### src/nvh_pkg.sv
// package for the nonvolatile sram host controller
// assumes a 50 MHz MCLK; all times are converted to cycle counts here
package nvh_pkg;
  localparam int CLK_MHZ = 50;
  localparam int CLK_NS = 20;
  localparam int ADDR_W = 15;
  localparam int DATA_W = 8;
  localparam int SEQ_LEN = 6;
  localparam int SEQ_AW = 14;
  // sequence addresses, lower 14 bits only
  localparam logic [13:0] SEQ_A0 = 14'h0e38;
  localparam logic [13:0] SEQ_A1 = 14'h31c7;
  localparam logic [13:0] SEQ_A2 = 14'h03e0;
  localparam logic [13:0] SEQ_A3 = 14'h3c1f;
  localparam logic [13:0] SEQ_A4 = 14'h303f;
  localparam logic [13:0] SEQ_SAVE = 14'h0fc0;
  localparam logic [13:0] SEQ_RESTORE = 14'h0c63;
  // timing figures as printed
  localparam int T_CYCLE_NS = 45;
  localparam int T_WP_NS = 30;
  localparam int T_HSB_PULSE_NS = 15;
  localparam int T_SAVE_MS = 10;
  localparam int T_RESTORE_US = 550;
  localparam int T_RECALL_US = 20;
  localparam int T_RECOVER_NS = 700;
  localparam int T_BUSY_NS = 300;
  // least times round up, longest waits use the maximum figure
  localparam int CYC_ACC = (T_CYCLE_NS + CLK_NS - 1) / CLK_NS;
  localparam int CYC_WP = (T_WP_NS + CLK_NS - 1) / CLK_NS;
  localparam int CYC_HSB = (T_HSB_PULSE_NS + CLK_NS - 1) / CLK_NS;
  localparam int CYC_BUSY = (T_BUSY_NS + CLK_NS - 1) / CLK_NS;
  localparam int CYC_RECOVER = (T_RECOVER_NS + CLK_NS - 1) / CLK_NS;
  localparam int CYC_SAVE = T_SAVE_MS * 1000 * CLK_MHZ;
  localparam int CYC_RESTORE = T_RESTORE_US * CLK_MHZ;
  localparam int CYC_RECALL = T_RECALL_US * CLK_MHZ;
  localparam int CNT_W = 20;

  typedef enum logic [1:0] {NVH_OP_READ, NVH_OP_WRITE, NVH_OP_SAVE, NVH_OP_RESTORE} nvh_op_t;

  typedef struct packed {
    nvh_op_t op;
    logic [ADDR_W-1:0] addr;
    logic [DATA_W-1:0] wdata;
    logic hw_save;
  } nvh_cmd_t;

  typedef struct packed {
    logic e_n;
    logic g_n;
    logic w_n;
    logic [ADDR_W-1:0] addr;
  } nvh_bus_t;
endpackage : nvh_pkg

### src/nvh_host.sv
// host controller that drives an asynchronous nonvolatile sram by its pins
// assumes one MCLK domain; the device's busy line arrives asynchronously
`timescale 1ns/1ps
`default_nettype none
module nvh_host (
  input wire logic MCLK,
  input wire logic SRST,
  input wire nvh_pkg::nvh_cmd_t CMD,
  input wire logic CMD_VALID,
  output logic CMD_READY,
  output logic [nvh_pkg::DATA_W-1:0] RDATA,
  output logic RDATA_VALID,
  output logic BUSY,
  output nvh_pkg::nvh_bus_t BUS,
  output logic [nvh_pkg::DATA_W-1:0] DQ_O,
  input wire logic [nvh_pkg::DATA_W-1:0] DQ_I,
  output logic DQ_OE_N,
  input wire logic SAVE_BUSY_N_I,
  output logic SAVE_BUSY_N_O,
  output logic SAVE_BUSY_N_OE_N
);
  typedef enum logic [3:0] {
    NVH_S_POWERUP, NVH_S_IDLE, NVH_S_RD, NVH_S_WR, NVH_S_WR_END,
    NVH_S_SEQ_LOW, NVH_S_SEQ_HIGH, NVH_S_NV_WAIT, NVH_S_HSB_DRIVE,
    NVH_S_HSB_BUSY, NVH_S_RECOVER
  } nvh_state_t;

  nvh_state_t state;
  logic [nvh_pkg::CNT_W-1:0] cnt;
  logic [2:0] step;
  nvh_pkg::nvh_cmd_t cur;
  logic [2:0] hsb_sync;
  logic hsb_low;
  logic [nvh_pkg::CNT_W-1:0] next_cnt;

  function automatic logic [nvh_pkg::SEQ_AW-1:0] seq_addr(input logic [2:0] s,
                                                         input logic restore);
    unique case (s)
      3'h0: seq_addr = nvh_pkg::SEQ_A0;
      3'h1: seq_addr = nvh_pkg::SEQ_A1;
      3'h2: seq_addr = nvh_pkg::SEQ_A2;
      3'h3: seq_addr = nvh_pkg::SEQ_A3;
      3'h4: seq_addr = nvh_pkg::SEQ_A4;
      default: seq_addr = restore ? nvh_pkg::SEQ_RESTORE : nvh_pkg::SEQ_SAVE;
    endcase
  endfunction : seq_addr

  function automatic logic [nvh_pkg::CNT_W-1:0] cyc(input int n);
    int m;
    m = n - 1;
    cyc = m[nvh_pkg::CNT_W-1:0];
  endfunction : cyc

  // busy line synchroniser; a low counts once stages two and three agree
  always_ff @(posedge MCLK) begin
    if (SRST) begin
      hsb_sync <= 3'h7;
      hsb_low <= 1'b0;
    end else begin
      hsb_sync <= {hsb_sync[1:0], SAVE_BUSY_N_I};
      if (hsb_sync[1] == hsb_sync[2]) begin
        hsb_low <= ~hsb_sync[2];
      end
    end
  end

  assign next_cnt = (cnt == '0) ? '0 : cnt - 1'b1;

  always_ff @(posedge MCLK) begin
    if (SRST) begin
      state <= NVH_S_POWERUP;
      cnt <= cyc(nvh_pkg::CYC_RESTORE);
      step <= 3'h0;
      cur <= '0;
      CMD_READY <= 1'b0;
      RDATA <= '0;
      RDATA_VALID <= 1'b0;
      BUSY <= 1'b1;
      BUS <= '{e_n: 1'b1, g_n: 1'b1, w_n: 1'b1, addr: '0};
      DQ_O <= '0;
      DQ_OE_N <= 1'b1;
      SAVE_BUSY_N_O <= 1'b1;
      SAVE_BUSY_N_OE_N <= 1'b1;
    end else begin
      RDATA_VALID <= 1'b0;
      cnt <= next_cnt;
      unique case (state)
        NVH_S_POWERUP: begin
          // controls stay deselected, write enable high, while restore runs
          if (cnt == '0) begin
            state <= NVH_S_IDLE;
            CMD_READY <= 1'b1;
            BUSY <= 1'b0;
          end
        end
        NVH_S_IDLE: begin
          if (hsb_low) begin
            state <= NVH_S_HSB_BUSY;
            CMD_READY <= 1'b0;
            BUSY <= 1'b1;
          end else if (CMD_VALID) begin
            cur <= CMD;
            CMD_READY <= 1'b0;
            BUSY <= 1'b1;
            BUS.addr <= CMD.addr;
            cnt <= cyc(nvh_pkg::CYC_ACC);
            step <= 3'h0;
            if (CMD.hw_save) begin
              state <= NVH_S_HSB_DRIVE;
              SAVE_BUSY_N_O <= 1'b0;
              SAVE_BUSY_N_OE_N <= 1'b0;
              cnt <= cyc(nvh_pkg::CYC_HSB);
            end else begin
              unique case (CMD.op)
                nvh_pkg::NVH_OP_READ: begin
                  state <= NVH_S_RD;
                  BUS.e_n <= 1'b0;
                  BUS.g_n <= 1'b0;
                end
                nvh_pkg::NVH_OP_WRITE: begin
                  state <= NVH_S_WR;
                  BUS.e_n <= 1'b0;
                  BUS.w_n <= 1'b0;
                  DQ_O <= CMD.wdata;
                  DQ_OE_N <= 1'b0;
                  cnt <= cyc(nvh_pkg::CYC_WP);
                end
                nvh_pkg::NVH_OP_SAVE, nvh_pkg::NVH_OP_RESTORE: begin
                  state <= NVH_S_SEQ_LOW;
                  BUS.addr <= {1'b0, seq_addr(3'h0, 1'b0)};
                  BUS.e_n <= 1'b0;
                end
              endcase
            end
          end
        end
        NVH_S_RD: begin
          // address and controls held until the sample point
          if (cnt == '0) begin
            RDATA <= DQ_I;
            RDATA_VALID <= 1'b1;
            BUS.e_n <= 1'b1;
            BUS.g_n <= 1'b1;
            state <= NVH_S_IDLE;
            CMD_READY <= 1'b1;
            BUSY <= 1'b0;
          end
        end
        NVH_S_WR: begin
          if (cnt == '0) begin
            BUS.w_n <= 1'b1;
            BUS.e_n <= 1'b1;
            state <= NVH_S_WR_END;
          end
        end
        NVH_S_WR_END: begin
          // data and address held one cycle past the rising edge
          DQ_OE_N <= 1'b1;
          state <= NVH_S_IDLE;
          CMD_READY <= 1'b1;
          BUSY <= 1'b0;
        end
        NVH_S_SEQ_LOW: begin
          if (cnt == '0) begin
            BUS.e_n <= 1'b1;
            cnt <= cyc(nvh_pkg::CYC_ACC);
            state <= NVH_S_SEQ_HIGH;
          end
        end
        NVH_S_SEQ_HIGH: begin
          if (cnt == '0) begin
            if (step == 3'(nvh_pkg::SEQ_LEN - 1)) begin
              state <= NVH_S_NV_WAIT;
              cnt <= (cur.op == nvh_pkg::NVH_OP_RESTORE) ? cyc(nvh_pkg::CYC_RECALL)
                                                         : cyc(nvh_pkg::CYC_SAVE);
            end else begin
              // next step follows directly, nothing else interleaved
              step <= step + 3'h1;
              BUS.addr <= {1'b0, seq_addr(step + 3'h1,
                           cur.op == nvh_pkg::NVH_OP_RESTORE)};
              BUS.e_n <= 1'b0;
              cnt <= cyc(nvh_pkg::CYC_ACC);
              state <= NVH_S_SEQ_LOW;
            end
          end
        end
        NVH_S_NV_WAIT: begin
          if (cnt == '0) begin
            state <= NVH_S_IDLE;
            CMD_READY <= 1'b1;
            BUSY <= 1'b0;
          end
        end
        NVH_S_HSB_DRIVE: begin
          if (cnt == '0) begin
            SAVE_BUSY_N_OE_N <= 1'b1;
            SAVE_BUSY_N_O <= 1'b1;
            cnt <= cyc(nvh_pkg::CYC_BUSY);
            state <= NVH_S_HSB_BUSY;
          end
        end
        NVH_S_HSB_BUSY: begin
          // wait the busy window, then for the line to be seen high
          if (cnt == '0 && !hsb_low) begin
            cnt <= cyc(nvh_pkg::CYC_RECOVER);
            state <= NVH_S_RECOVER;
          end
        end
        NVH_S_RECOVER: begin
          if (hsb_low) begin
            state <= NVH_S_HSB_BUSY;
          end else if (cnt == '0) begin
            state <= NVH_S_IDLE;
            CMD_READY <= 1'b1;
            BUSY <= 1'b0;
          end
        end
      endcase
    end
  end
endmodule : nvh_host
`default_nettype wire

### config.mk
export PLATFORM = sky130hd
export DESIGN_NAME = nvh_host
export DESIGN_NICKNAME = d
export VERILOG_FILES = /design/src/nvh_pkg.sv /design/src/nvh_host.sv
export SDC_FILE = /design/constraint.sdc
export NUM_CORES = 1
export LEC_CHECK = 0
export BUFFER_PORTS_ARGS = -buffer_cell sky130_fd_sc_hd__buf_4
export CORE_UTILIZATION = 50
export CTS_CLUSTER_SIZE = 12
export DETAILED_ROUTE_END_ITERATION = 7
export PLACE_DENSITY = 0.77
export SYNTH_ARGS = -nofsm -noshare
export SYNTH_HDL_FRONTEND = slang
export SYNTH_SLANG_ARGS = --single-unit
### constraint.sdc
create_clock -name MCLK -period 2.1 [get_ports MCLK]
set_input_delay 0.525 -clock MCLK [delete_from_list [all_inputs] [get_ports MCLK]]
set_output_delay 0.525 -clock MCLK [all_outputs]
set_load 0.02 [all_outputs]
; Yosys cells after proc, flatten, opt, wreduce, memory -nomap -nowiden
; Index checks and enable logic that the tools add are counted.
[totals]
out_inout_bits = 40
word_cells = 156
reg_bits = 72
inputBits = 38
[op_classes]
mux = 68
n_eq_ne = 36
bitwise_logic = 4
addsub = 2
reduce_logical = 29
[op_table]
columns = operator, n
row1 = 2-to-1 mux 20 bit, 7
row2 = one-hot mux 20 bit (5 select lines), 1
row3 = one-hot mux 14 bit (5 select lines), 1
row4 = 2-to-1 mux 18 bit, 3
row5 = 2-to-1 mux 15 bit, 3
row6 = 2-to-1 mux 4 bit, 10
row7 = 2-to-1 mux 19 bit, 2
row8 = one-hot mux 4 bit (9 select lines), 1
row9 = one-hot mux 15 bit (2 select lines), 1
row10 = != test 2 bit (second input constant), 12
row11 = 2-to-1 mux 1 bit, 21
row12 = logical NOT 20 bit, 1
row13 = AND reduction 5 bit, 4
row14 = subtractor 20 x 1 -> 20 bit (second input constant), 1
row15 = AND reduction 6 bit, 3
row16 = equality test 4 x 3 -> 1 bit (second input constant), 4
row17 = equality test 4 bit (second input constant), 3
row18 = 2-to-1 mux 3 bit, 4
row19 = one-hot mux 1 bit (4 select lines), 3
row20 = one-hot mux 4 bit (3 select lines), 1
row21 = 2-to-1 mux 10 bit, 1
row22 = nonzero test 2 bit, 5
row23 = equality test 4 x 2 -> 1 bit (second input constant), 2
row24 = 2-to-1 mux 2 bit, 4
row25 = other kinds (25), 41

; Longest topological paths before layout
; Gate-level depths: netlist of the first run.
[depth]
depth_word = 7
ltp_mapped = 8
depth_no_buf = 7

; Worst setup path before layout of the first run
; Ideal clock, no wire load.
[synth_path]
path_kind = reg-to-reg
startpoint = register cnt[0] in the netlist's numbering
endpoint = register BUS[6] in the netlist's numbering
arrival_ns = 2.204
path_stages_with_launch = 9
path_buffers = 1
setup_slack_ns = -0.226
required_time_ns = 1.979
synth_period_minus_slack_ns = 2.326
path_cell_list = dfxtp_1 inv_1 ha_1 or4b_4 or3_1 buf_6 nor3_4 o21ai_4 mux2_4
[synth_via]
elab_chain_len = 3
[synth_lines]
columns = item, line_no
row1 = from (decl), nvh_host.sv:29  ; logic [nvh_pkg::CNT_W-1:0] cnt;
row2 = from (signal assigned), nvh_host.sv:72  ; cnt <= cyc(nvh_pkg::CYC_RESTORE);
row3 = from (signal assigned), nvh_host.sv:86  ; cnt <= next_cnt;
row4 = from (signal assigned), nvh_host.sv:106  ; cnt <= cyc(nvh_pkg::CYC_ACC);
row5 = logical NOT 20 bit, nvh_host.sv:171  ; if (cnt == '0) begin
row6 = != test 2 bit (no line), n/a
row7 = AND reduction 5 bit (no line), n/a
row8 = to (signal assigned), nvh_host.sv:79  ; BUS <= '{e_n: 1'b1, g_n: 1'b1, w_n: 1'b1, addr: '0};
row9 = to (decl), nvh_host.sv:14  ; output nvh_pkg::nvh_bus_t BUS,
; No other way between the ends.
; A chain may end at the register's enable or synchronous reset.

; Worst setup path in the final report of the first run
[layout_path]
startpoint = register cnt[1] in the netlist's numbering
endpoint = register cnt[13] in the netlist's numbering
[layout_via]
elab_chain_len = 5
elab_cells_between_ends = 11
cone_classes = add/sub: 1 / mux: 8 / reduce/logical: 2
[layout_lines]
columns = item, line_no
row1 = subtractor 20 x 1 -> 20 bit or logical NOT 20 bit (tied branches), "nvh_host.sv:67, nvh_host.sv:164, nvh_host.sv:171"
row2 = 2-to-1 mux 20 bit, nvh_host.sv:67  ; assign next_cnt = (cnt == '0) ? '0 : cnt - 1'b1;
row3 = 2-to-1 mux 20 bit, nvh_host.sv:101  ; end else if (CMD_VALID) begin
row4 = 2-to-1 mux 20 bit, nvh_host.sv:97  ; if (hsb_low) begin
row5 = one-hot mux 20 bit (5 select lines) (*), nvh_host.sv:87  ; unique case (state)
; Every way passes the cells marked *; elsewhere a longest branch is shown, timed or not.

==> results of run 1 <==
==> cells in the mapped netlist, drive strengths merged (2+ instances only) <==
| master | number |
|---|---|
| nor3b | 3 |
| nand3 | 9 |
| a311o | 2 |
| xor2 | 3 |
| nor2 | 29 |
| a211oi | 3 |
| or4 | 3 |
| clkbuf | 24 |
| o211a | 5 |
| o21ai | 24 |
| a31oi | 4 |
| o221a | 4 |
| or2 | 7 |
| a211o | 4 |
| nor2b | 3 |
| a21oi | 48 |
| a31o | 2 |
| o41ai | 2 |
| o211ai | 9 |
| inv | 11 |
| xnor2 | 10 |
| dfxtp | 72 |
| a221oi | 4 |
| and2 | 6 |
| ha | 6 |
| and3 | 3 |
| nor3 | 20 |
| a21o | 6 |
| or3 | 8 |
| o31ai | 6 |
| mux2i | 10 |
| nand2b | 8 |
| buf | 8 |
| o21a | 4 |
| nor4 | 7 |
| nand4 | 2 |
| nand2 | 78 |
==> what timing repair did <==
action                                  CTS  global route
buffers inserted                          9             7
endpoints found under the setup margin   51            57
pin swaps                                23            43
cloned                                    1             1
resized for setup                        22            73
==> logic make-up (layout without fill, tap and decap cells) <==
family / after synthesis / in the layout
xor+xnor: 13 / 13
compound gates: 142 / 142
simple gates: 189 / 189
buf+inv: 43 / 185
flops: 72 / 72
fa+ha+maj: 6 / 6
mux: 11 / 11
==> final cells by class <==
cell class / count / area, um2 / area share (%)
Multi-Input combinational cell: 361 / 2540 / 45.1
Clock buffer: 10 / 128 / 2.26
Timing Repair Buffer: 158 / 1270 / 22.5
Tap cell: 99 / 124 / 2.19
Sequential cell: 72 / 1450 / 25.6
Inverter: 11 / 41.3 / 0.731
Clock inverter: 6 / 92.6 / 1.64
==> where the power goes <==
group | internal, W | switching, W
combinational | 0.000750 | 0.000855
sequential | 0.00148 | 0.000104
clock | 0.000676 | 0.000594
total | 0.00290 | 0.00155
==> worst register-to-register path: cells and delay by family, from the launching register on <==
kind	cells	cell delay (ns)
and+or+nand+nor	3	0.97
AOI/OAI and AO/OA	2	0.36
buffers and inverters	3	0.35
DFF	1	0.33
adders and majority gates	1	0.13
==> state kept, by name, summed over array words and instances (netlist names) <==
signal,flops
DQ_O,8
RDATA_VALID,1
hsb_low,1
SAVE_BUSY_N_OE_N,1
BUS,18
cur,2
CMD_READY,1
RDATA,8
DQ_OE_N,1
BUSY,1
step,3
hsb_sync,3
state,4
cnt,20
==> layout by cell type (no fill, tap or decap), types with 5 or more instances in the layout <==
cell type / count
buf_4: 143
dfxtp_1: 69
nand2_1: 62
a21oi_1: 36
nor2_1: 25
o21ai_0: 16
nor3_1: 13
buf_6: 11
a21oi_2: 10
xnor2_1: 10
mux2i_1: 10
inv_1: 9
nand2_2: 9
o211ai_1: 9
clkbuf_8: 9
nand2b_1: 8
or3_1: 7
nand2_4: 7
nor4_1: 6
and2_1: 6
or2_2: 6
nand3_1: 6
o211a_1: 5
a21o_1: 5
o31ai_1: 5
ha_1: 5
==> stage by stage <==
stage	util, %	setup slack, ns	hold slack, ns	cell area [um2]
floorplan	-	-0.180	0.389	3860
global placement	67.3	-0.262	0.392	4930
detailed placement	67.3	-0.211	0.398	4930
CTS	72.6	-0.173	0.330	5320
global route	77.0	-0.228	0.339	5650
finish	77.0	-0.146	0.343	5650
==> worst min path at each step <==
stage	from	to	slack [ns]	cells past startpoint
2_1_floorplan	hsb_sync[0]	hsb_sync[1]	0.39	1
3_3_place_gp	hsb_sync[0]	hsb_sync[1]	0.39	1
3_5_place_dp	hsb_sync[0]	hsb_sync[1]	0.40	1
4_1_cts	SAVE_BUSY_N_I	hsb_sync[0]	0.33	2
5_1_grt	SAVE_BUSY_N_I	hsb_sync[0]	0.34	2
6_report	SAVE_BUSY_N_I	hsb_sync[0]	0.34	2
==> routing by layer <==
layer / track usage [%] / vias up
li1: - / 1993
met1: 37.8 / 2054
met2: 49.8 / 227
met3: 6.00 / 47
met4: 12.3 / 0
met5: 0 / -
==> flow_summary.json, run 1 <==
{
  "finalMaxSlewViolations": 0,
  "die_height_um": 89.5,
  "top_layer": "met4",
  "synth_top_family_by_area": "compound AO/OA/AOI/OAI gates",
  "critPathMaxStageDelay_ns": 0.47,
  "cts-hold-fix-buffers": 0,
  "synth_seq_cells": 72,
  "status": "complete, but fails checks",
  "p_per_area_nw_per_um2": 789,
  "leakagePower_nw": 2.31,
  "crit_chain": "inv_2 -> ha_4 -> or4b_4 -> or3_4 -> buf_6 -> o21ai_4 -> buf_6 -> a32o_1 -> nand2_1",
  "grt_pass1_vias": 3795,
  "cts_buffers": 9,
  "r2r-start": "cnt[1]",
  "die_w_um": 89.5,
  "drt_iter0_markers": 294,
  "vias": 4321,
  "grt_max_degree": 32,
  "postSynthNetCount": 520,
  "maxCapViolations": 0,
  "final-hold-violation-count": 0,
  "crit_path_end": "cnt[13]",
  "synth_compound_area_share_pct": 25.2,
  "wl_met1_um": 5110,
  "wl_met2_um": 6110,
  "synthMuxAreaShare_pct": 3.01,
  "clk_latency_ns": 0.37,
  "io_buffers": 77,
  "pin_count": 78,
  "cts_tree": "done",
  "nNetsFinal": 657,
  "fillers": 493,
  "path_common_cell": "buf_6",
  "met3_length_um": 1020,
  "yosysWarnings": 0,
  "ant_nets": 0,
  "setup_slack_ns": -0.146,
  "reg2reg_depth": 9,
  "synth.area.top_cells": "dfxtp_1, nand2_1, a21oi_1",
  "grt_first_pass_wirelength_um": 18100,
  "cts_root_buffer": "clkbuf_8",
  "setup_viol": 50,
  "yosys.area.top_type_share_pct": 37.6,
  "wirelength_um": 12700,
  "core_area_um2": 7330,
  "rrSetupSlack_ns": -0.15,
  "async_flop_share_pct": 0,
  "max_slew.worst_pin.slew_ns": 0.496,
  "ys_seq_area_share_pct": 37.6,
  "grt-ovfl-total": 0,
  "gp_congestion": 0.919,
  "first_pass_iters": 5,
  "dp_cells": 686,
  "cts.path.max_buffers": 2,
  "die-area_um2": 8010,
  "critPathBufInv": 3,
  "yosysUniqueCellTypes": 65,
  "violations": "negative setup slack",
  "peakVddDrop_v": 0.000496,
  "fin_tns_setup_ns": -3.88,
  "fin_skew_ns": 0.00912,
  "htreeDepth": 3,
  "max_freq_ghz": 0.445,
  "synth_top_flop_cell": "dfxtp_1",
  "worstReg2RegEnd": "cnt[13]",
  "power_w": 0.00446,
  "avgViaCountPerCell": 6.03,
  "drt-wirelength-per-cell_um": 17.7,
  "slowest_stage": "or4b_4",
  "num_rows": 31,
  "num_antenna_cells": 0,
  "synth.cell_area_um2": 3830,
  "cp_num_cells": 9,
  "synth_area_leader_cell": "dfxtp_1",
  "antenna_found_initial": 0,
  "clock-sinks": 72,
  "finalNonFillerCells": 717,
  "finalCritPeriodShare_pct": 107,
  "synthSimpleGateAreaFrac_pct": 24.6,
  "endpoint_kind": "flop",
  "synth_cells": 476,
  "relSlewSlack_pct": 66.8,
  "crit_type": "flop to flop",
  "synth_xor_area_share_pct": 2.97,
  "hpwl_um": 8280,
  "crit_fanout": 5,
  "synth-adder-area-share_pct": 1.96,
  "initial_core_util_pct": 52.2,
  "syn_area_per_cell_um2": 8.05,
  "area_growth_pct": 47.5,
  "cts.clk_slew.worst_paths_ns": 0.09,
  "arrival_ns": 2.51,
  "rsz0062_at_grt": "true",
  "start_kind": "flop",
  "route.detailed.drc": 0,
  "cp.required_ns": 2.36,
  "hold_class": "input port to flop",
  "period_minus_slack_ns": 2.25,
  "grt_util_all_layers_pct": 29.9,
  "synth_edf_count": 0,
  "critPathTopFamily": "simple AND/OR/NAND/NOR gates",
  "crit_path_start": "cnt[1]",
  "drive_gt1_share_pct": 41.7
}
Note: power is estimated with default switching activity, not from simulation.
==> run 2, diff against run 1 <==
- GPL_TIMING_DRIVEN: default -> 0
- clock period: 2.1 -> 1.9 ns (I/O delays scaled with it)
==> flow_summary.json, run 2 (synthesis results as in run 1) <==
{
  "endpoint_kind": "flop",
  "num_rows": 31,
  "crit_type": "flop to flop",
  "largest_register_ffs": 20,
  "htreeDepth": 3,
  "drt-wirelength-per-cell_um": 17.5,
  "cts_root_buffer": "clkbuf_8",
  "reg2reg_depth": 10,
  "max_freq_ghz": 0.425,
  "violations": "negative setup slack",
  "wirelength_um": 12200,
  "layout_common_cells": "buf_4, nand2_1, dfxtp_1",
  "cp.required_ns": 2.15,
  "first_pass_iters": 6,
  "peakVddDrop_v": 0.000533,
  "mostFrequentLayoutCell": "buf_4",
  "hold_class": "input port to flop",
  "setup_slack_ns": -0.454,
  "period_minus_slack_ns": 2.35,
  "grt_util_all_layers_pct": 30.9,
  "arrival_ns": 2.60,
  "ant_nets": 0,
  "num_antenna_cells": 0,
  "largest_register": "cnt",
  "die-area_um2": 8010,
  "maxCapViolations": 0,
  "fillers": 527,
  "avgViaCountPerCell": 5.99,
  "grt_pass1_vias": 3817,
  "die_w_um": 89.5,
  "dp_cells": 651,
  "finalCritPeriodShare_pct": 124,
  "crit_fanout": 5,
  "utilization_pct": 74.1,
  "r2r-start": "cnt[0]",
  "crit_path_start": "cnt[0]",
  "drive_gt1_share_pct": 36.0,
  "grt-ovfl-total": 0,
  "finalMaxSlewViolations": 0,
  "clk_latency_ns": 0.36,
  "relSlewSlack_pct": 43.0,
  "clock-sinks": 72,
  "initial_core_util_pct": 52.2,
  "final-hold-violation-count": 0,
  "hold-worst-slack_ns": 0.297,
  "cts_buffers": 9,
  "nNetsFinal": 637,
  "grt_max_degree": 13,
  "setup_viol": 57,
  "max_slew.worst_pin.slew_ns": 0.848,
  "gp_congestion": 0.958,
  "die_height_um": 89.5,
  "grt_first_pass_wirelength_um": 18500,
  "vias": 4168,
  "hpwl_um": 7910,
  "core_area_um2": 7330,
  "rsz0062_at_grt": "true",
  "drt_iter0_markers": 341,
  "area_growth_pct": 41.8,
  "worstReg2RegEnd": "cnt[1]",
  "rrSetupSlack_ns": -0.45,
  "pin_count": 78,
  "finalNonFillerCells": 696,
  "start_kind": "flop",
  "crit_path_end": "cnt[1]",
  "route.detailed.drc": 0,
  "status": "complete, but fails checks",
  "p_per_area_nw_per_um2": 893,
  "power_w": 0.00485,
  "cts.path.max_buffers": 2,
  "reg_top3": "cnt x20, BUS x18",
  "cts.clk_slew.worst_paths_ns": 0.07,
  "antenna_found_initial": 0,
  "fin_skew_ns": 0.0118,
  "leakagePower_nw": 2.13,
  "io_buffers": 76,
  "cts_tree": "done"
}
==> run 2: changes by cell type in the layout (fill, tap and decap cells not counted), moves of 5 or more <==
cell,change
buf_4,-48
clkbuf_1,+11
nand2_1,+8
a21oi_1,+7
a21oi_2,-7
buf_6,+7
clkbuf_2,+5
nand2_4,-5
==> run 2: worst min-delay path by stage <==
| stage | slack, ns | to | from | cells after the start |
|---|---|---|---|---|
| 6_report | 0.30 | hsb_sync[0] | SAVE_BUSY_N_I | 2 |
| 5_1_grt | 0.29 | hsb_sync[0] | SAVE_BUSY_N_I | 2 |
| 4_1_cts | 0.30 | hsb_sync[0] | SAVE_BUSY_N_I | 2 |
| 3_5_place_dp | 0.40 | hsb_sync[1] | hsb_sync[0] | 1 |
| 3_3_place_gp | 0.39 | hsb_sync[1] | hsb_sync[0] | 1 |
| 2_1_floorplan | 0.39 | hsb_sync[1] | hsb_sync[0] | 1 |
==> run 2: final cells by class <==
type | instances | area (um2) | area share, %
Clock buffer | 10 | 128 | 2.35
Timing Repair Buffer | 114 | 951 | 17.5
Clock inverter | 5 | 82.6 | 1.52
Tap cell | 99 | 124 | 2.28
Sequential cell | 72 | 1450 | 26.7
Multi-Input combinational cell | 361 | 2520 | 46.5
Buffer | 24 | 130 | 2.40
Inverter | 11 | 41.3 | 0.760
==> run 2: stage by stage <==
stage | setup WS [ns] | cell area (um2) | TNS (ns)
floorplan | -0.380 | 3910 | -8.12
global placement | -0.531 | 4610 | -23.60
detailed placement | -0.556 | 4610 | -25.36
CTS | -0.425 | 5230 | -19.01
global route | -0.505 | 5430 | -22.95
finish | -0.454 | 5430 | -18.83
==> run 2: what timing repair did <==
| item | CTS | global route |
|---|---|---|
| hold buffers | 0 | 0 |
| buffers inserted | 29 | 8 |
| endpoints found under the setup margin | 68 | 68 |
| endpoints found under the hold margin | 0 | 0 |
| pin swaps | 24 | 27 |
| gates resized for setup | 44 | 48 |
| gates cloned | 2 | 0 |
==> run 2: power breakdown <==
part	internal, W	switching [W]
Combinational	0.000766	0.000971
Clock	0.000735	0.000616
Sequential	0.00163	0.000125
Total	0.00314	0.00171
==> run 2: critical path, stage by stage (launching register included) <==
cell,delay [ns]
dfxtp_2,0.33
inv_2,0.06
ha_4,0.12
or4b_4,0.48
buf_6,0.15
buf_6,0.11
nor3_4,0.21
buf_6,0.15
nand2_2,0.09
a221oi_2,0.36
o2bb2a_4,0.19
==> run 2: metal layers <==
layer | track usage [%] | vias to the layer above | wire [um]
met5 | 0 | - | 0
met4 | 11.3 | 0 | 212
met3 | 6.83 | 26 | 943
met2 | 51.2 | 214 | 5940
met1 | 39.6 | 1977 | 5060
li1 | - | 1951 | -
==> run 3, diff against run 2 <==
- PLACE_DENSITY: 0.77 -> 0.74
- TNS_END_PERCENT: default -> 20
- clock period: 1.9 -> 2.8 ns (I/O delays scaled with it)
==> flow_summary.json, run 3 (synthesis results as in run 1) <==
{
  "cts_root_buffer": "clkbuf_8",
  "gp_congestion": 0.941,
  "grt_util_all_layers_pct": 28.1,
  "peakVddDrop_v": 0.000302,
  "io_buffers": 76,
  "cts-hold-fix-buffers": 0,
  "layout_common_cells": "buf_4, nand2_1, dfxtp_1",
  "wirelength_um": 10800,
  "cts_tree": "done",
  "antenna_found_initial": 0,
  "leakagePower_nw": 1.86,
  "status": "complete, no violations",
  "fin_skew_ns": 0.0129,
  "clk_latency_ns": 0.35,
  "setup_viol": 0,
  "hpwl_um": 7850,
  "start_kind": "flop",
  "core_area_um2": 7330,
  "drive_gt1_share_pct": 21.1,
  "die-area_um2": 8010,
  "fin_tns_setup_ns": 0,
  "max_slew.worst_pin.slew_ns": 0.667,
  "maxCapViolations": 0,
  "num_antenna_cells": 0,
  "avgViaCountPerCell": 5.81,
  "area_growth_pct": 24.2,
  "cts.clk_slew.worst_paths_ns": 0.08,
  "preCtsSetupSlack_ns": 0.00138,
  "die_w_um": 89.5,
  "final-hold-violation-count": 0,
  "setup_slack_ns": 0.262,
  "num_rows": 31,
  "drt_iter0_markers": 248,
  "min_path_cells": 1,
  "route.detailed.drc": 0,
  "regArea_um2": 1440,
  "utilization_pct": 64.9,
  "clock-sinks": 72,
  "cp.required_ns": 3.06,
  "cts_buffers": 9,
  "multi_input_area_um2": 2230,
  "grt_pass1_vias": 3514,
  "pin_count": 78,
  "largest_register_ffs": 20,
  "mostFrequentLayoutCell": "buf_4",
  "drt-wirelength-per-cell_um": 16.2,
  "htreeDepth": 3,
  "p_per_area_nw_per_um2": 635,
  "rsz0062_at_grt": "false",
  "finalMaxSlewViolations": 0,
  "max_freq_ghz": 0.394,
  "relSlewSlack_pct": 55.4,
  "grt-ovfl-total": 0,
  "ant_nets": 0,
  "crit_type": "flop to flop",
  "reg2reg_depth": 8,
  "arrival_ns": 2.80,
  "fillers": 673,
  "die_height_um": 89.5,
  "grt_max_degree": 14,
  "finalCritPeriodShare_pct": 90.6,
  "endpoint_kind": "flop",
  "reg_top3": "cnt x20, BUS x18",
  "cts.path.max_buffers": 2,
  "nNetsFinal": 607,
  "crit_fanout": 10,
  "vias": 3875,
  "initial_core_util_pct": 52.2,
  "hold_class": "flop to flop",
  "period_minus_slack_ns": 2.54,
  "largest_register": "cnt",
  "first_pass_iters": 5,
  "grt_first_pass_wirelength_um": 17200
}
[run 3: cell count changes in the layout (fill, tap and decap cells not counted), moves of 4 or more]
cell / before / now
o21ai_0: 15 / 22
dfxtp_1: 66 / 72
nand2_2: 6 / 1
nor3_1: 12 / 17
clkbuf_2: 5 / 0
buf_6: 18 / 1
buf_4: 95 / 78
dfxtp_2: 6 / 0
a21oi_1: 43 / 47
nand2_1: 70 / 77
clkbuf_1: 12 / 25
[run 3: final timing paths]
| path | startpoint | endpoint | slack (ns) |
|---|---|---|---|
| worst max-delay path | cnt[0] | BUS[3] | 0.26 |
| worst min-delay path | hsb_sync[0] | hsb_sync[1] | 0.42 |
| worst max register to register | cnt[0] | BUS[3] | 0.26 |
| worst min register to register | hsb_sync[0] | hsb_sync[1] | 0.42 |
[run 3: routing by layer]
metal	up-vias	global-route usage, %	share of wire, %
met2	167	45.2	46
met1	1799	38.1	45
met5	-	0	0
met3	20	4.89	7.5
met4	0	9.81	1.5
li1	1889	-	-
[run 3: stage by stage]
stage          instances  hold WS (ns)  total power [W]  instance area [um2]
2_1_floorplan        476         0.389          0.00181                 3830
3_5_place_dp         651         0.397          0.00208                 4520
5_1_grt              667         0.461          0.00318                 4760
3_3_place_gp         651         0.396          0.00209                 4520
4_1_cts              667         0.421          0.00300                 4740
6_report             667         0.420          0.00302                 4760
[run 3: timing repair]
item | CTS | global route
buffers inserted | 0 | 0
endpoints found under the setup margin | 0 | 18
resized for setup | 0 | 3
[run 3: area by class of cell]
cell class / instances / share of cell area, %
Buffer: 32 / 2.84
Clock buffer: 10 / 2.68
Clock inverter: 6 / 1.89
Inverter: 11 / 0.868
Multi-Input combinational cell: 361 / 46.8
Sequential cell: 72 / 30.3
Tap cell: 99 / 2.60
Timing Repair Buffer: 76 / 12.0
[run 3: power by group]
| part | total [W] | internal (W) | switching [W] | leakage [nW] |
|---|---|---|---|---|
| clock | 0.000935 | 0.000508 | 0.000428 | 0.107 |
| sequential | 0.00117 | 0.00111 | 0.0000674 | 0.582 |
| combinational | 0.000912 | 0.000363 | 0.000549 | 1.17 |
[run 3: worst max-delay path: stages, from the launching register on]
cell and delay, ns:
dfxtp_1 0.34, inv_1 0.06, ha_1 0.19, or4b_4 0.53, nor3_4 0.37, nand3_1 0.21, a21oi_2 0.29, buf_4 0.25
mux2i_1 0.22
